## src/rtl/fskdb_pkg.sv

```systemverilog
package fskdb_pkg;
   // ---------------------------------------------------------------
   // Register offsets (byte addresses)
   // ---------------------------------------------------------------
   localparam logic [7:0] FSKDB_ADR_SETUP = 8'h00;
   localparam logic [7:0] FSKDB_ADR_CORR = 8'h04;
   localparam logic [7:0] FSKDB_ADR_SYNC_CFG = 8'h08;
   localparam logic [7:0] FSKDB_ADR_SYNC_WORD = 8'h0C;
   localparam logic [7:0] FSKDB_ADR_STATUS = 8'h10;
   localparam logic [7:0] FSKDB_ADR_MASK = 8'h14;
   localparam logic [7:0] FSKDB_ADR_LIVE = 8'h18;
   localparam logic [7:0] FSKDB_ADR_CDR_DIV = 8'h1C;
   // ---------------------------------------------------------------
   // Field positions
   // ---------------------------------------------------------------
   localparam int FSKDB_SEL_LSB = 4;
   localparam int FSKDB_BW_LSB = 6;
   localparam int FSKDB_MODE_LSB = 23;
   localparam int FSKDB_CBW_LSB = 4;
   localparam int FSKDB_LEN_LSB = 4;
   localparam int FSKDB_TOL_LSB = 6;
   localparam int FSKDB_DW = 12;
   // ---------------------------------------------------------------
   // Codes and reset values
   // ---------------------------------------------------------------
   localparam logic [1:0] FSKDB_SEL_LINEAR = 2'h0;
   localparam logic [1:0] FSKDB_SEL_CORR = 2'h1;
   localparam logic [2:0] FSKDB_MODE_SYNC_A = 3'h2;
   localparam logic [2:0] FSKDB_MODE_SYNC_B = 3'h3;
   localparam logic [31:0] FSKDB_RST_SETUP = 32'h0000_0010;
   localparam logic [31:0] FSKDB_RST_CORR = 32'h0000_0000;
   localparam logic [7:0] FSKDB_RST_SYNC_CFG = 8'h00;
   localparam logic [23:0] FSKDB_RST_SYNC_WORD = 24'h00_0000;
   localparam logic [15:0] FSKDB_RST_CDR_DIV = 16'h0000;
   // ---------------------------------------------------------------
   // Timing counts
   // ---------------------------------------------------------------
   localparam logic [4:0] FSKDB_OVERSAMPLE_LAST = 5'h1F;
   localparam logic [4:0] FSKDB_PHASE_SAMPLE = 5'h10;
   localparam logic [3:0] FSKDB_MATCH_HOLD_BITS = 4'h9;
   localparam int FSKDB_AVG_SHIFT = 6;
endpackage

```

## src/rtl/fskdb_lpf2.sv

```systemverilog
`timescale 1ns/1ns
`default_nettype none
module fskdb_lpf2 (
   input wire logic clk_sys,
   input wire logic arst_n,
   input wire logic in_valid,
   input wire logic signed [fskdb_pkg::FSKDB_DW-1:0] x,
   input wire logic [9:0] k,
   output logic signed [fskdb_pkg::FSKDB_DW-1:0] y
);
   import fskdb_pkg::*;

   // Two cascaded first-order sections with 10 fractional bits each.
   // The coefficient is the bandwidth setting scaled by 2^-10.
   logic signed [FSKDB_DW+9:0] s1_q;
   logic signed [FSKDB_DW+9:0] s2_q;

   function automatic logic signed [FSKDB_DW+9:0] step(
      input logic signed [FSKDB_DW+9:0] s,
      input logic signed [FSKDB_DW+9:0] t,
      input logic [9:0] kk
   );
      logic signed [FSKDB_DW+10:0] diff;
      logic signed [FSKDB_DW+21:0] prod;
      diff = {t[FSKDB_DW+9], t} - {s[FSKDB_DW+9], s};
      prod = diff * $signed({1'b0, kk});
      step = s + prod[FSKDB_DW+19:10];
   endfunction

   always_ff @(posedge clk_sys or negedge arst_n) begin
      if (!arst_n) begin
         s1_q <= '0;
         s2_q <= '0;
      end else if (in_valid) begin
         s1_q <= step(s1_q, {x, 10'h000}, k);
         s2_q <= step(s2_q, s1_q, k);
      end
   end

   assign y = s2_q[FSKDB_DW+9:10];
endmodule
`default_nettype wire

```

## src/rtl/fskdb_top.sv

```systemverilog
// Our own choices: the Wishbone register port and the register addresses.
`timescale 1ns/1ns
`default_nettype none
module fskdb_top (
   input wire logic clk_sys,
   input wire logic arst_n,
   input wire logic wb_cyc_i,
   input wire logic wb_stb_i,
   input wire logic wb_we_i,
   input wire logic [7:0] wb_adr_i,
   input wire logic [3:0] wb_sel_i,
   input wire logic [31:0] wb_dat_i,
   output logic [31:0] wb_dat_o,
   output logic wb_ack_o,
   input wire logic demod_valid,
   input wire logic [fskdb_pkg::FSKDB_DW-1:0] corr_upper_level,
   input wire logic [fskdb_pkg::FSKDB_DW-1:0] corr_lower_level,
   input wire logic signed [fskdb_pkg::FSKDB_DW-1:0] linear_freq,
   output logic rx_data,
   output logic rx_bit_clock,
   output logic sync_match,
   output logic irq
);
   import fskdb_pkg::*;

   // ---------------------------------------------------------------
   // Helper functions
   // ---------------------------------------------------------------
   function automatic logic [4:0] popcount24(input logic [23:0] v);
      logic [4:0] c;
      c = 5'h00;
      for (int i = 0; i < 24; i++) begin
         c = c + {4'h0, v[i]};
      end
      popcount24 = c;
   endfunction

   function automatic logic [23:0] len_mask(input logic [1:0] code);
      logic [23:0] m;
      unique case (code)
         2'h0: m = 24'h00_0FFF;
         2'h1: m = 24'h00_FFFF;
         2'h2: m = 24'h0F_FFFF;
         2'h3: m = 24'hFF_FFFF;
      endcase
      len_mask = m;
   endfunction

   function automatic logic [31:0] merge(input logic [31:0] old, input logic [31:0] nw,
                                         input logic [3:0] sel);
      logic [31:0] r;
      r = old;
      for (int b = 0; b < 4; b++) begin
         if (sel[b]) begin
            r[b*8 +: 8] = nw[b*8 +: 8];
         end
      end
      merge = r;
   endfunction

   // ---------------------------------------------------------------
   // Register file
   // ---------------------------------------------------------------
   logic [31:0] setup_q;
   logic [31:0] corr_q;
   logic [7:0] sync_cfg_q;
   logic [23:0] sync_word_q;
   logic [15:0] cdr_div_q;
   logic [0:0] status_q;
   logic [0:0] mask_q;
   logic wb_ack_q;
   logic [31:0] wb_dat_q;
   logic bus_req;
   logic bus_wr;
   logic bus_rd;
   logic match_event;
   logic [4:0] phase_q;

   assign bus_req = wb_cyc_i && wb_stb_i && !wb_ack_q;
   assign bus_wr = bus_req && wb_we_i;
   assign bus_rd = bus_req && !wb_we_i;

   logic [1:0] demod_sel;
   logic [9:0] pf_bw;
   logic [2:0] demod_mode;
   logic [1:0] sync_len;
   logic [1:0] sync_tol;

   assign demod_sel = setup_q[FSKDB_SEL_LSB +: 2];
   assign pf_bw = setup_q[FSKDB_BW_LSB +: 10];
   assign demod_mode = setup_q[FSKDB_MODE_LSB +: 3];
   assign sync_len = sync_cfg_q[FSKDB_LEN_LSB +: 2];
   assign sync_tol = sync_cfg_q[FSKDB_TOL_LSB +: 2];

   always_ff @(posedge clk_sys or negedge arst_n) begin
      if (!arst_n) begin
         setup_q <= FSKDB_RST_SETUP;
         corr_q <= FSKDB_RST_CORR;
         sync_cfg_q <= FSKDB_RST_SYNC_CFG;
         sync_word_q <= FSKDB_RST_SYNC_WORD;
         cdr_div_q <= FSKDB_RST_CDR_DIV;
         mask_q <= 1'b0;
      end else if (bus_wr) begin
         unique case (wb_adr_i)
            FSKDB_ADR_SETUP: setup_q <= merge(setup_q, wb_dat_i, wb_sel_i);
            FSKDB_ADR_CORR: corr_q <= merge(corr_q, wb_dat_i, wb_sel_i);
            FSKDB_ADR_SYNC_CFG: begin
               if (wb_sel_i[0]) begin
                  sync_cfg_q <= wb_dat_i[7:0];
               end
            end
            FSKDB_ADR_SYNC_WORD: begin
               sync_word_q <= 24'(merge({8'h00, sync_word_q}, wb_dat_i, wb_sel_i));
            end
            FSKDB_ADR_MASK: begin
               if (wb_sel_i[0]) begin
                  mask_q <= wb_dat_i[0];
               end
            end
            FSKDB_ADR_CDR_DIV: begin
               cdr_div_q <= 16'(merge({16'h0000, cdr_div_q}, wb_dat_i, wb_sel_i));
            end
            default: begin
            end
         endcase
      end
   end

   // A read of the status register clears it; a match in the same cycle survives.
   always_ff @(posedge clk_sys or negedge arst_n) begin
      if (!arst_n) begin
         status_q <= 1'b0;
      end else if (match_event) begin
         status_q <= 1'b1;
      end else if (bus_rd && wb_adr_i == FSKDB_ADR_STATUS) begin
         status_q <= 1'b0;
      end
   end

   always_ff @(posedge clk_sys or negedge arst_n) begin
      if (!arst_n) begin
         irq <= 1'b0;
      end else begin
         irq <= (status_q[0] || match_event) && mask_q[0];
      end
   end

   // Every access is answered one cycle after it is seen; unmapped reads give zero.
   always_ff @(posedge clk_sys or negedge arst_n) begin
      if (!arst_n) begin
         wb_ack_q <= 1'b0;
         wb_dat_q <= 32'h0000_0000;
      end else begin
         wb_ack_q <= bus_req;
         if (bus_rd) begin
            unique case (wb_adr_i)
               FSKDB_ADR_SETUP: wb_dat_q <= setup_q;
               FSKDB_ADR_CORR: wb_dat_q <= corr_q;
               FSKDB_ADR_SYNC_CFG: wb_dat_q <= {24'h00_0000, sync_cfg_q};
               FSKDB_ADR_SYNC_WORD: wb_dat_q <= {8'h00, sync_word_q};
               FSKDB_ADR_STATUS: wb_dat_q <= {31'h0000_0000, status_q};
               FSKDB_ADR_MASK: wb_dat_q <= {31'h0000_0000, mask_q};
               FSKDB_ADR_LIVE: wb_dat_q <= {24'h00_0000, phase_q, sync_match, rx_bit_clock, rx_data};
               FSKDB_ADR_CDR_DIV: wb_dat_q <= {16'h0000, cdr_div_q};
               default: wb_dat_q <= 32'h0000_0000;
            endcase
         end
      end
   end

   assign wb_ack_o = wb_ack_q;
   assign wb_dat_o = wb_dat_q;

   // ---------------------------------------------------------------
   // Demodulator front: correlator and linear discriminators
   // ---------------------------------------------------------------
   logic signed [FSKDB_DW-1:0] disc_d;
   logic signed [FSKDB_DW-1:0] filt_y;
   logic signed [FSKDB_DW:0] corr_diff;

   // The correlator output is the upper level minus the lower one.
   assign corr_diff = $signed({1'b0, corr_upper_level}) - $signed({1'b0, corr_lower_level});

   always_comb begin
      if (demod_sel == FSKDB_SEL_CORR) begin
         disc_d = corr_diff[FSKDB_DW:1];
      end else begin
         disc_d = linear_freq;
      end
   end

   // Both paths share one post filter and its setting.
   fskdb_lpf2 u_postfilter (
      .clk_sys(clk_sys),
      .arst_n(arst_n),
      .in_valid(demod_valid),
      .x(disc_d),
      .k(pf_bw),
      .y(filt_y)
   );

   // ---------------------------------------------------------------
   // Linear path averaging and envelope
   // ---------------------------------------------------------------
   // The averaging is slow so that long runs only drift the threshold a little.
   logic signed [FSKDB_DW+FSKDB_AVG_SHIFT-1:0] avg_q;
   logic signed [FSKDB_DW-1:0] env_hi_q;
   logic signed [FSKDB_DW-1:0] env_lo_q;
   logic signed [FSKDB_DW-1:0] avg_y;
   logic signed [FSKDB_DW:0] env_mid;

   assign avg_y = avg_q[FSKDB_DW+FSKDB_AVG_SHIFT-1:FSKDB_AVG_SHIFT];
   assign env_mid = ($signed({env_hi_q[FSKDB_DW-1], env_hi_q}) +
                     $signed({env_lo_q[FSKDB_DW-1], env_lo_q})) >>> 1;

   always_ff @(posedge clk_sys or negedge arst_n) begin
      if (!arst_n) begin
         avg_q <= '0;
         env_hi_q <= '0;
         env_lo_q <= '0;
      end else if (demod_valid) begin
         avg_q <= avg_q + {{FSKDB_AVG_SHIFT{filt_y[FSKDB_DW-1]}}, filt_y}
                  - {{FSKDB_AVG_SHIFT{avg_y[FSKDB_DW-1]}}, avg_y};
         if (filt_y > env_hi_q) begin
            env_hi_q <= filt_y;
         end else if (env_hi_q > avg_y) begin
            env_hi_q <= env_hi_q - 12'sh001;
         end
         if (filt_y < env_lo_q) begin
            env_lo_q <= filt_y;
         end else if (env_lo_q < avg_y) begin
            env_lo_q <= env_lo_q + 12'sh001;
         end
      end
   end

   // ---------------------------------------------------------------
   // Bit slicer
   // ---------------------------------------------------------------
   logic slice_q;

   always_ff @(posedge clk_sys or negedge arst_n) begin
      if (!arst_n) begin
         slice_q <= 1'b0;
      end else if (demod_valid) begin
         if (demod_sel == FSKDB_SEL_CORR) begin
            slice_q <= !filt_y[FSKDB_DW-1];
         end else begin
            slice_q <= $signed({filt_y[FSKDB_DW-1], filt_y}) > env_mid;
         end
      end
   end

   // ---------------------------------------------------------------
   // Clock recovery PLL
   // ---------------------------------------------------------------
   logic [15:0] div_cnt_q;
   logic os_tick;
   logic slice_prev_q;
   logic bit_strobe;

   // Lowering the divider must not strand the counter above it for a full wrap.
   assign os_tick = (div_cnt_q >= cdr_div_q);
   assign bit_strobe = os_tick && (phase_q == FSKDB_PHASE_SAMPLE);

   always_ff @(posedge clk_sys or negedge arst_n) begin
      if (!arst_n) begin
         div_cnt_q <= 16'h0000;
      end else if (os_tick) begin
         div_cnt_q <= 16'h0000;
      end else begin
         div_cnt_q <= div_cnt_q + 16'h0001;
      end
   end

   // Each edge nudges the phase by one of 32 steps toward the bit boundary,
   // a pull range of about three percent for alternating data.
   always_ff @(posedge clk_sys or negedge arst_n) begin
      if (!arst_n) begin
         phase_q <= 5'h00;
         slice_prev_q <= 1'b0;
      end else if (os_tick) begin
         slice_prev_q <= slice_q;
         if (slice_q != slice_prev_q && phase_q != 5'h00) begin
            if (phase_q < FSKDB_PHASE_SAMPLE) begin
               phase_q <= phase_q;
            end else begin
               phase_q <= phase_q + 5'h02;
            end
         end else begin
            phase_q <= phase_q + 5'h01;
         end
      end
   end

   always_ff @(posedge clk_sys or negedge arst_n) begin
      if (!arst_n) begin
         rx_data <= 1'b0;
         rx_bit_clock <= 1'b0;
      end else begin
         if (bit_strobe) begin
            rx_data <= slice_q;
         end
         rx_bit_clock <= phase_q >= FSKDB_PHASE_SAMPLE;
      end
   end

   // ---------------------------------------------------------------
   // Sync word detector
   // ---------------------------------------------------------------
   logic [23:0] hist_q;
   logic [23:0] hist_d;
   logic [4:0] errs;
   logic sync_on;
   logic [3:0] hold_q;

   // Newest bit enters at the bottom, so a word sent first-bit-first lines up.
   assign hist_d = {hist_q[22:0], slice_q};
   assign errs = popcount24((hist_d ^ sync_word_q) & len_mask(sync_len));
   assign sync_on = (demod_mode == FSKDB_MODE_SYNC_A) || (demod_mode == FSKDB_MODE_SYNC_B);
   assign match_event = bit_strobe && sync_on && (errs <= {3'h0, sync_tol});

   always_ff @(posedge clk_sys or negedge arst_n) begin
      if (!arst_n) begin
         hist_q <= 24'h00_0000;
      end else if (bit_strobe) begin
         hist_q <= hist_d;
      end
   end

   // The pin stays up nine recovered bits; a fresh match restarts the count.
   always_ff @(posedge clk_sys or negedge arst_n) begin
      if (!arst_n) begin
         hold_q <= 4'h0;
         sync_match <= 1'b0;
      end else if (match_event) begin
         hold_q <= FSKDB_MATCH_HOLD_BITS;
         sync_match <= 1'b1;
      end else if (bit_strobe && hold_q != 4'h0) begin
         hold_q <= hold_q - 4'h1;
         sync_match <= hold_q != 4'h1;
      end
   end
endmodule
`default_nettype wire

```

## config.mk

```make
export PLATFORM = sky130hd
export DESIGN_NAME = fskdb_top
export DESIGN_NICKNAME = d
export VERILOG_FILES = /design/src/rtl/fskdb_pkg.sv /design/src/rtl/fskdb_lpf2.sv /design/src/rtl/fskdb_top.sv
export SDC_FILE = /design/constraint.sdc
export NUM_CORES = 2
export LEC_CHECK = 0
export BUFFER_PORTS_ARGS = -buffer_cell sky130_fd_sc_hd__buf_2
export CAP_MARGIN = 20
export CORE_UTILIZATION = 27
export CTS_CLUSTER_SIZE = 28
export DETAILED_ROUTE_END_ITERATION = 16
export GPL_TIMING_DRIVEN = 0
export HOLD_SLACK_MARGIN = 0.12
export SYNTH_ARGS = -nofsm -noshare
export SYNTH_HDL_FRONTEND = slang
export SYNTH_HIERARCHICAL = 1
export SYNTH_SLANG_ARGS = --single-unit
```

## constraint.sdc

```tcl
create_clock -name clk_sys -period 11.65 [get_ports clk_sys]
set_input_delay 0.5825 -clock clk_sys [delete_from_list [all_inputs] [get_ports clk_sys]]
set_output_delay 0.5825 -clock clk_sys [all_outputs]
set_load 0.01 [all_outputs]
```

# Word level (Yosys, flattened, before mapping)
# Index checks and enable logic that the tools add are counted.
# op_classes
magnitude_cmp,9
bitwise,2
n_shift,0
n_div,0
eq_ne,17
reduce_logical,42
multipliers,2
add_sub_neg,37
muxes,17
# op_table
operator,count
$pmux W32 S8,1
$pmux W24 S4,1
$add A5 B1 Y5,19
$mul A23 B11 Y32,2
$mux W12,5
$sub A22 B22 Y23,2
$reduce_and A3 Y1,15
$add A22 B22 Y22,2
$gt A12 B12 Y1,3
$eq A8 B5 Y1 const B,4
$and A24 B24 Y24,1
$lt A12 B12 Y1,2
$xor A24 B24 Y24,1
$add A18 B18 Y18,1
$sub A18 B18 Y18,1
$add A16 B1 Y16 const B,1
$eq A8 B4 Y1 const B,2
$ge A16 B16 Y1,1
$mux W16,1
$add A12 B12 Y13,1
$sub A12 B12 Y13,1
$add A12 B2 Y12 const B,1
$sub A12 B2 Y12 const B,1
$logic_and A1 B1 Y1,11
other kinds (29),46
# word_totals
memories,0
inputBits,86
mem_bits_rw,0
mem_bits_ro,0
regBits,287
latchBits,0
word_cells,159

# Depth between registers and ports, before layout
# depth
depth_word,30
depth_mapped,44

# Hierarchy
# The synthesis kept the hierarchy.
# modules_own_cells
module,cells_per_inst,area_per_inst_um2,seq_area_each_um2,instances
fskdb_lpf2,2429,20747.4,1101.1,1
fskdb_top,1544,15716.3,6057.1,1

# Worst setup path before layout
# OpenSTA, ideal clock, no wires.
# synth_path
path_kind,input to register
from,in corr_upper_level[0] (netlist name)
to,reg u_postfilter.s1_q[21]
path_stages,41
t_arrival_ps,9154
slack_ps,2373
required_ps,11527
cell_sequence,nand2b_1 inv_1 fa_1 o21ai_0 ha_1 nor4b_1 a31oi_1 o21bai_1 a21oi_1 o21bai_1 a21oi_1 o21ai_1 o21ai_0 a22oi_1 nand2_1 fa_1 inv_1 fa_1 [5 not listed] ha_1 and3_1 and3_1 nand4_1 a21oi_1 or3_1 a21o_1 a211oi_1 nor2_1 ha_1 a21o_1 a21o_1 a21oi_1 o21ai_0 a31oi_1 xor2_1 nand2_1 xnor2_1
# synth_between
elab_chain_cells,5
# synth_lines
item,line_no,source
start: declaration,fskdb_top.sv:16,"input wire logic [fskdb_pkg::FSKDB_DW-1:0] corr_upper_level,"
$sub A12 B12 Y13,fskdb_top.sv:182,"assign corr_diff = $signed({1'b0, corr_upper_level}) - $signed({1'b0, corr_lower_level});"
$mux W12,fskdb_top.sv:185,if (demod_sel == FSKDB_SEL_CORR) begin
via disc_d[0],fskdb_top.sv:177,logic signed [FSKDB_DW-1:0] disc_d;
$sub A22 B22 Y23,fskdb_lpf2.sv:25,"diff = {t[FSKDB_DW+9], t} - {s[FSKDB_DW+9], s};"
$mul A23 B11 Y32,fskdb_lpf2.sv:26,"prod = diff * $signed({1'b0, kk});"
$add A22 B22 Y22,fskdb_lpf2.sv:27,step = s + prod[FSKDB_DW+19:10];
end signal: assignment,fskdb_lpf2.sv:35,"s1_q <= step(s1_q, {x, 10'h000}, k);"
end: declaration,fskdb_lpf2.sv:15,logic signed [FSKDB_DW+9:0] s1_q;
# The timed path passes the listed nets, and every way through them passes these cells.
# A chain may end at the register's enable or synchronous reset.

# Worst setup path in the final report
# layout_path
from,reg setup_q[4]
to,reg u_postfilter.s1_q[21]
# layout_between
elab_chain_cells,5
# layout_lines
item,line_no,source
start: declaration,fskdb_top.sv:64,logic [31:0] setup_q;
start signal: assignment,fskdb_top.sv:105,"FSKDB_ADR_SETUP: setup_q <= merge(setup_q, wb_dat_i, wb_sel_i);"
$eq A2 B1 Y1,fskdb_top.sv:185,
$mux W12,fskdb_top.sv:185,
via disc_d[0],fskdb_top.sv:177,
$sub A22 B22 Y23,fskdb_lpf2.sv:25,
$mul A23 B11 Y32,fskdb_lpf2.sv:26,
$add A22 B22 Y22,fskdb_lpf2.sv:27,
# The timed path passes the listed nets, and every way through them passes these cells.

==> impl_metrics.toml <==
[run_status]
outcome = "finished, final reports clean"

[synthesis]
synthCells = 3973
yosysTopAreaCellShare_pct = 23.2
syn_area_um2 = 36500
yosys_warnings = 6
synthAdderAreaFrac_pct = 35.1
synth_top_family_by_area = "adder cells"
synthXorXnorAreaFrac_pct = 4.56
async_flop_share_pct = 100
ys.flop_type = "dfrtp_1"
synthSimpleGateAreaFrac_pct = 14.7
yosysSeqAreaShare_pct = 19.6
syn_area_per_cell_um2 = 9.18
synthesis.nets = 4829
synth_compound_area_share_pct = 11.8
muxShareOfSynthArea_pct = 5.59
synth.area.top_cells = "fa_1 (23%), dfrtp_1 (20%), ha_1 (12%)"
synth_edf_count = 0
yosysUniqueCellTypes = 94
yosysTopAreaCell = "fa_1"
synth_seq_cells = 286

[worst_hold_path]
whs_endpoint = "setup_q[26]$_DFFE_PN0P_"
hold_path.class = "primary input to flip-flop"
hold_path_startpoint = "wb_dat_i[26]"
hold_depth = 2

[pwr]
ir_drop_uv = 143
p_leak_nw = 20.2
powerDensity_nw_per_um2 = 187

[setup_path]
crit_fanout = 10
path_class = "flip-flop to flip-flop"
r2r_slack_ns = 0.30
endpoint_kind = "flip-flop"
crit_arrival_ns = 11.82
critPathMostFrequentCell = "fa_1"
cpMaxStageDelayCell = "fa_1"
slowest_delay_ns = 0.56
r2r_cells = 41
cp_top_family = "compound AO/OA/AOI/OAI gates"
worst_r2r_endpoint = "u_postfilter/s1_q[21]$_DFFE_PN0P_"
cp_num_buf_inv = 6
r2r-start = "setup_q[4]$_DFFE_PN1P_"
crit_path_start_kind = "flip-flop"
required_ns = 12.12

[layout]
fillers = 14000
final_area_um2 = 40800
area_growth_syn_to_layout_pct = 11.8
final_nets = 4998
post_route_cells_drive_above_1_share_pct = 10.0
ff_latch_area_um2 = 7160
multi_input_area_um2 = 26300
fin_cells = 5938

[timing]
setup_slack_ns = 0.299
rsz0062_at_grt = "yes"
fmax_ghz = 0.0881
holdWs_ns = 0.259
period_minus_slack_ns = 11.35
worst_pin_slew_ns = 1.21
skew_ns = 0.0383
final_hold_viol_count = 0
setup_viol = 0
fin_crit_sh_pct = 97.4
maxSlewHeadroom_pct = 18.5
setup_tns_ns = 0
maxSlewViolCount = 0

[cts]
cts.clk_slew.worst_paths_ns = 0.06
cts_tree = "done"
root_buffer = "clkbuf_16"
clk-insertion-delay-late_ns = 0.60
cts_max_path_buffers = 3
numCtsBuffers = 37
clkSinkCount = 286
cts_max_level = 2

[detailed_routing]
drc = 0
wl_per_cell_um = 17.8
avgViaCountPerCell = 4.84
drtPass1Iterations = 7
drt_iter0_markers = 1968
antenna_left = 0
vias = 28800
wl_um = 106000

[global_routing]
grt_usage_pct = 15.5
grt_pass1_wl_um = 168000
antenna_found_initial = 5
grt-ovfl-total = 0
grt_pass1_vias = 29700
grt_max_degree = 102

[die]
rows = 134
dieArea_um2 = 137000
initial_core_util_pct = 27.3
die-width_um = 369
dieHeight_um = 369
coreArea_um2 = 134000
ios = 123

[job]
cap_violations = 0

[placed_design]
placed_area_um2 = 39400
portBuffers = 120
place_congestion = 0.898
dpl_worst_slack_ns = 0.000290
dp.cells = 5868
dp_hpwl_um = 84200
==> cell usage after synthesis (17+ instances only) <==
cell type  instances
inv_1            679
fa_1             423
nand2_1          412
ha_1             347
dfrtp_1          285
and2_1           215
mux2_2           163
nor2_1           152
a21oi_1          144
o21ai_0          142
xnor2_1          123
clkbuf_1         108
nand3_1           78
xor2_1            60
a21o_1            58
nor2b_1           47
nor3_1            45
o21a_1            38
nand2b_1          28
nand4_1           28
a211oi_1          27
a22oi_1           20
and3_1            20
o21bai_1          20
a31oi_1           19
mux2i_1           18
o211ai_1          17
==> repair_timing <==
item                                    4_1_cts  5_1_grt
endpoints found under the setup margin        1        6
hold buffers                                  1        0
buffers inserted                              0        0
endpoints found under the hold margin        63        0
gates resized for setup                       1       20
==> final cells by class <==
type / instances / area share [%]
inverter: 679 / 6.25
antenna: 2 / 0.0123
multi-input combinational: 2873 / 64.6
sequential: 286 / 17.6
buffer: 135 / 1.37
clock buffer: 53 / 2.62
timing repair buffer: 130 / 1.84
clock inverter: 12 / 0.371
tap: 1768 / 5.43
==> worst register-to-register path: cells and delay by family, from the launching register on <==
kind,cells,cell delay [ns]
buf+inv,6,0.90
fa+ha+maj,8,3.63
xor+xnor,2,0.32
compound gates,16,4.36
simple gates,9,1.51
flops,1,0.54
==> sequential cells by signal, indices dropped and copies added, names as in the netlist, 4 cells and up <==
signal             flops
phase_q                5
u_postfilter/s1_q     22
hist_q                23
env_lo_q              12
hold_q                 4
env_hi_q              12
u_postfilter/s2_q     22
avg_q                 18
sync_cfg_q             8
sync_word_q           24
setup_q               32
wb_dat_o              32
div_cnt_q             16
corr_q                32
cdr_div_q             16
==> cells by family (layout without fill, tap and decap cells) <==
logic type	Yosys count	in the layout
AND/OR/NAND/NOR	1096	1096
adder cells (fa/ha/maj)	770	770
flip-flops	286	286
other	0	2
buffers and inverters	814	1009
multiplexers	182	182
AO/OA/AOI/OAI	639	639
XOR/XNOR	186	186
==> report_power, final <==
part	total, W	internal [W]	switching, W
logic	0.00498	0.00181	0.00316
clock network	0.00118	0.000687	0.000491
registers	0.00146	0.00117	0.000283
total	0.00761	0.00367	0.00394
==> per-layer routing <==
metal,global-route usage [%],part of all wire (%),vias to the layer above
li1,-,-,13400
met1,20.5,44,14400
met2,25.7,47,765
met3,2.41,5.7,179
met4,5.20,3.4,4
met5,0,0.022,-
==> stage by stage <==
step	total power, W	util (%)
final	0.00761	30.5
after global routing	0.00823	30.5
after CTS	0.00749	30.4
after detailed placement	0.00625	29.4
after global placement	0.00615	29.4
after floorplan	0.00481	-
==> how the worst max path moves through the flow <==
stage | end | cells after the start | from
2_1_floorplan | u_postfilter/s1_q[21]$_DFFE_PN0P_ | 41 | corr_upper_level[0]
3_3_place_gp | u_postfilter/s1_q[21]$_DFFE_PN0P_ | 40 | setup_q[5]$_DFFE_PN0P_
3_5_place_dp | u_postfilter/s1_q[21]$_DFFE_PN0P_ | 42 | setup_q[5]$_DFFE_PN0P_
4_1_cts | u_postfilter/s1_q[21]$_DFFE_PN0P_ | 42 | setup_q[5]$_DFFE_PN0P_
5_1_grt | u_postfilter/s1_q[21]$_DFFE_PN0P_ | 41 | setup_q[4]$_DFFE_PN1P_
6_report | u_postfilter/s1_q[21]$_DFFE_PN0P_ | 41 | setup_q[4]$_DFFE_PN1P_
==> layout by cell type, fill, tap and decap left out, types with 15 or more instances in the layout <==
cell type / count
inv_1: 679
fa_1: 423
nand2_1: 412
ha_1: 347
dfrtp_1: 285
and2_1: 215
mux2_2: 163
nor2_1: 151
o21ai_0: 142
a21oi_1: 142
buf_2: 125
clkbuf_1: 115
xnor2_1: 114
nand3_1: 78
xor2_1: 59
a21o_1: 58
nor2b_1: 47
nor3_1: 45
o21a_1: 38
clkbuf_16: 38
nand2b_1: 28
nand4_1: 28
a211oi_1: 27
and3_1: 20
o21bai_1: 20
a31oi_1: 19
a22oi_1: 19
mux2i_1: 18
o211ai_1: 17
a222oi_1: 15
buf_4: 15
(Power assumes the default switching activity.)
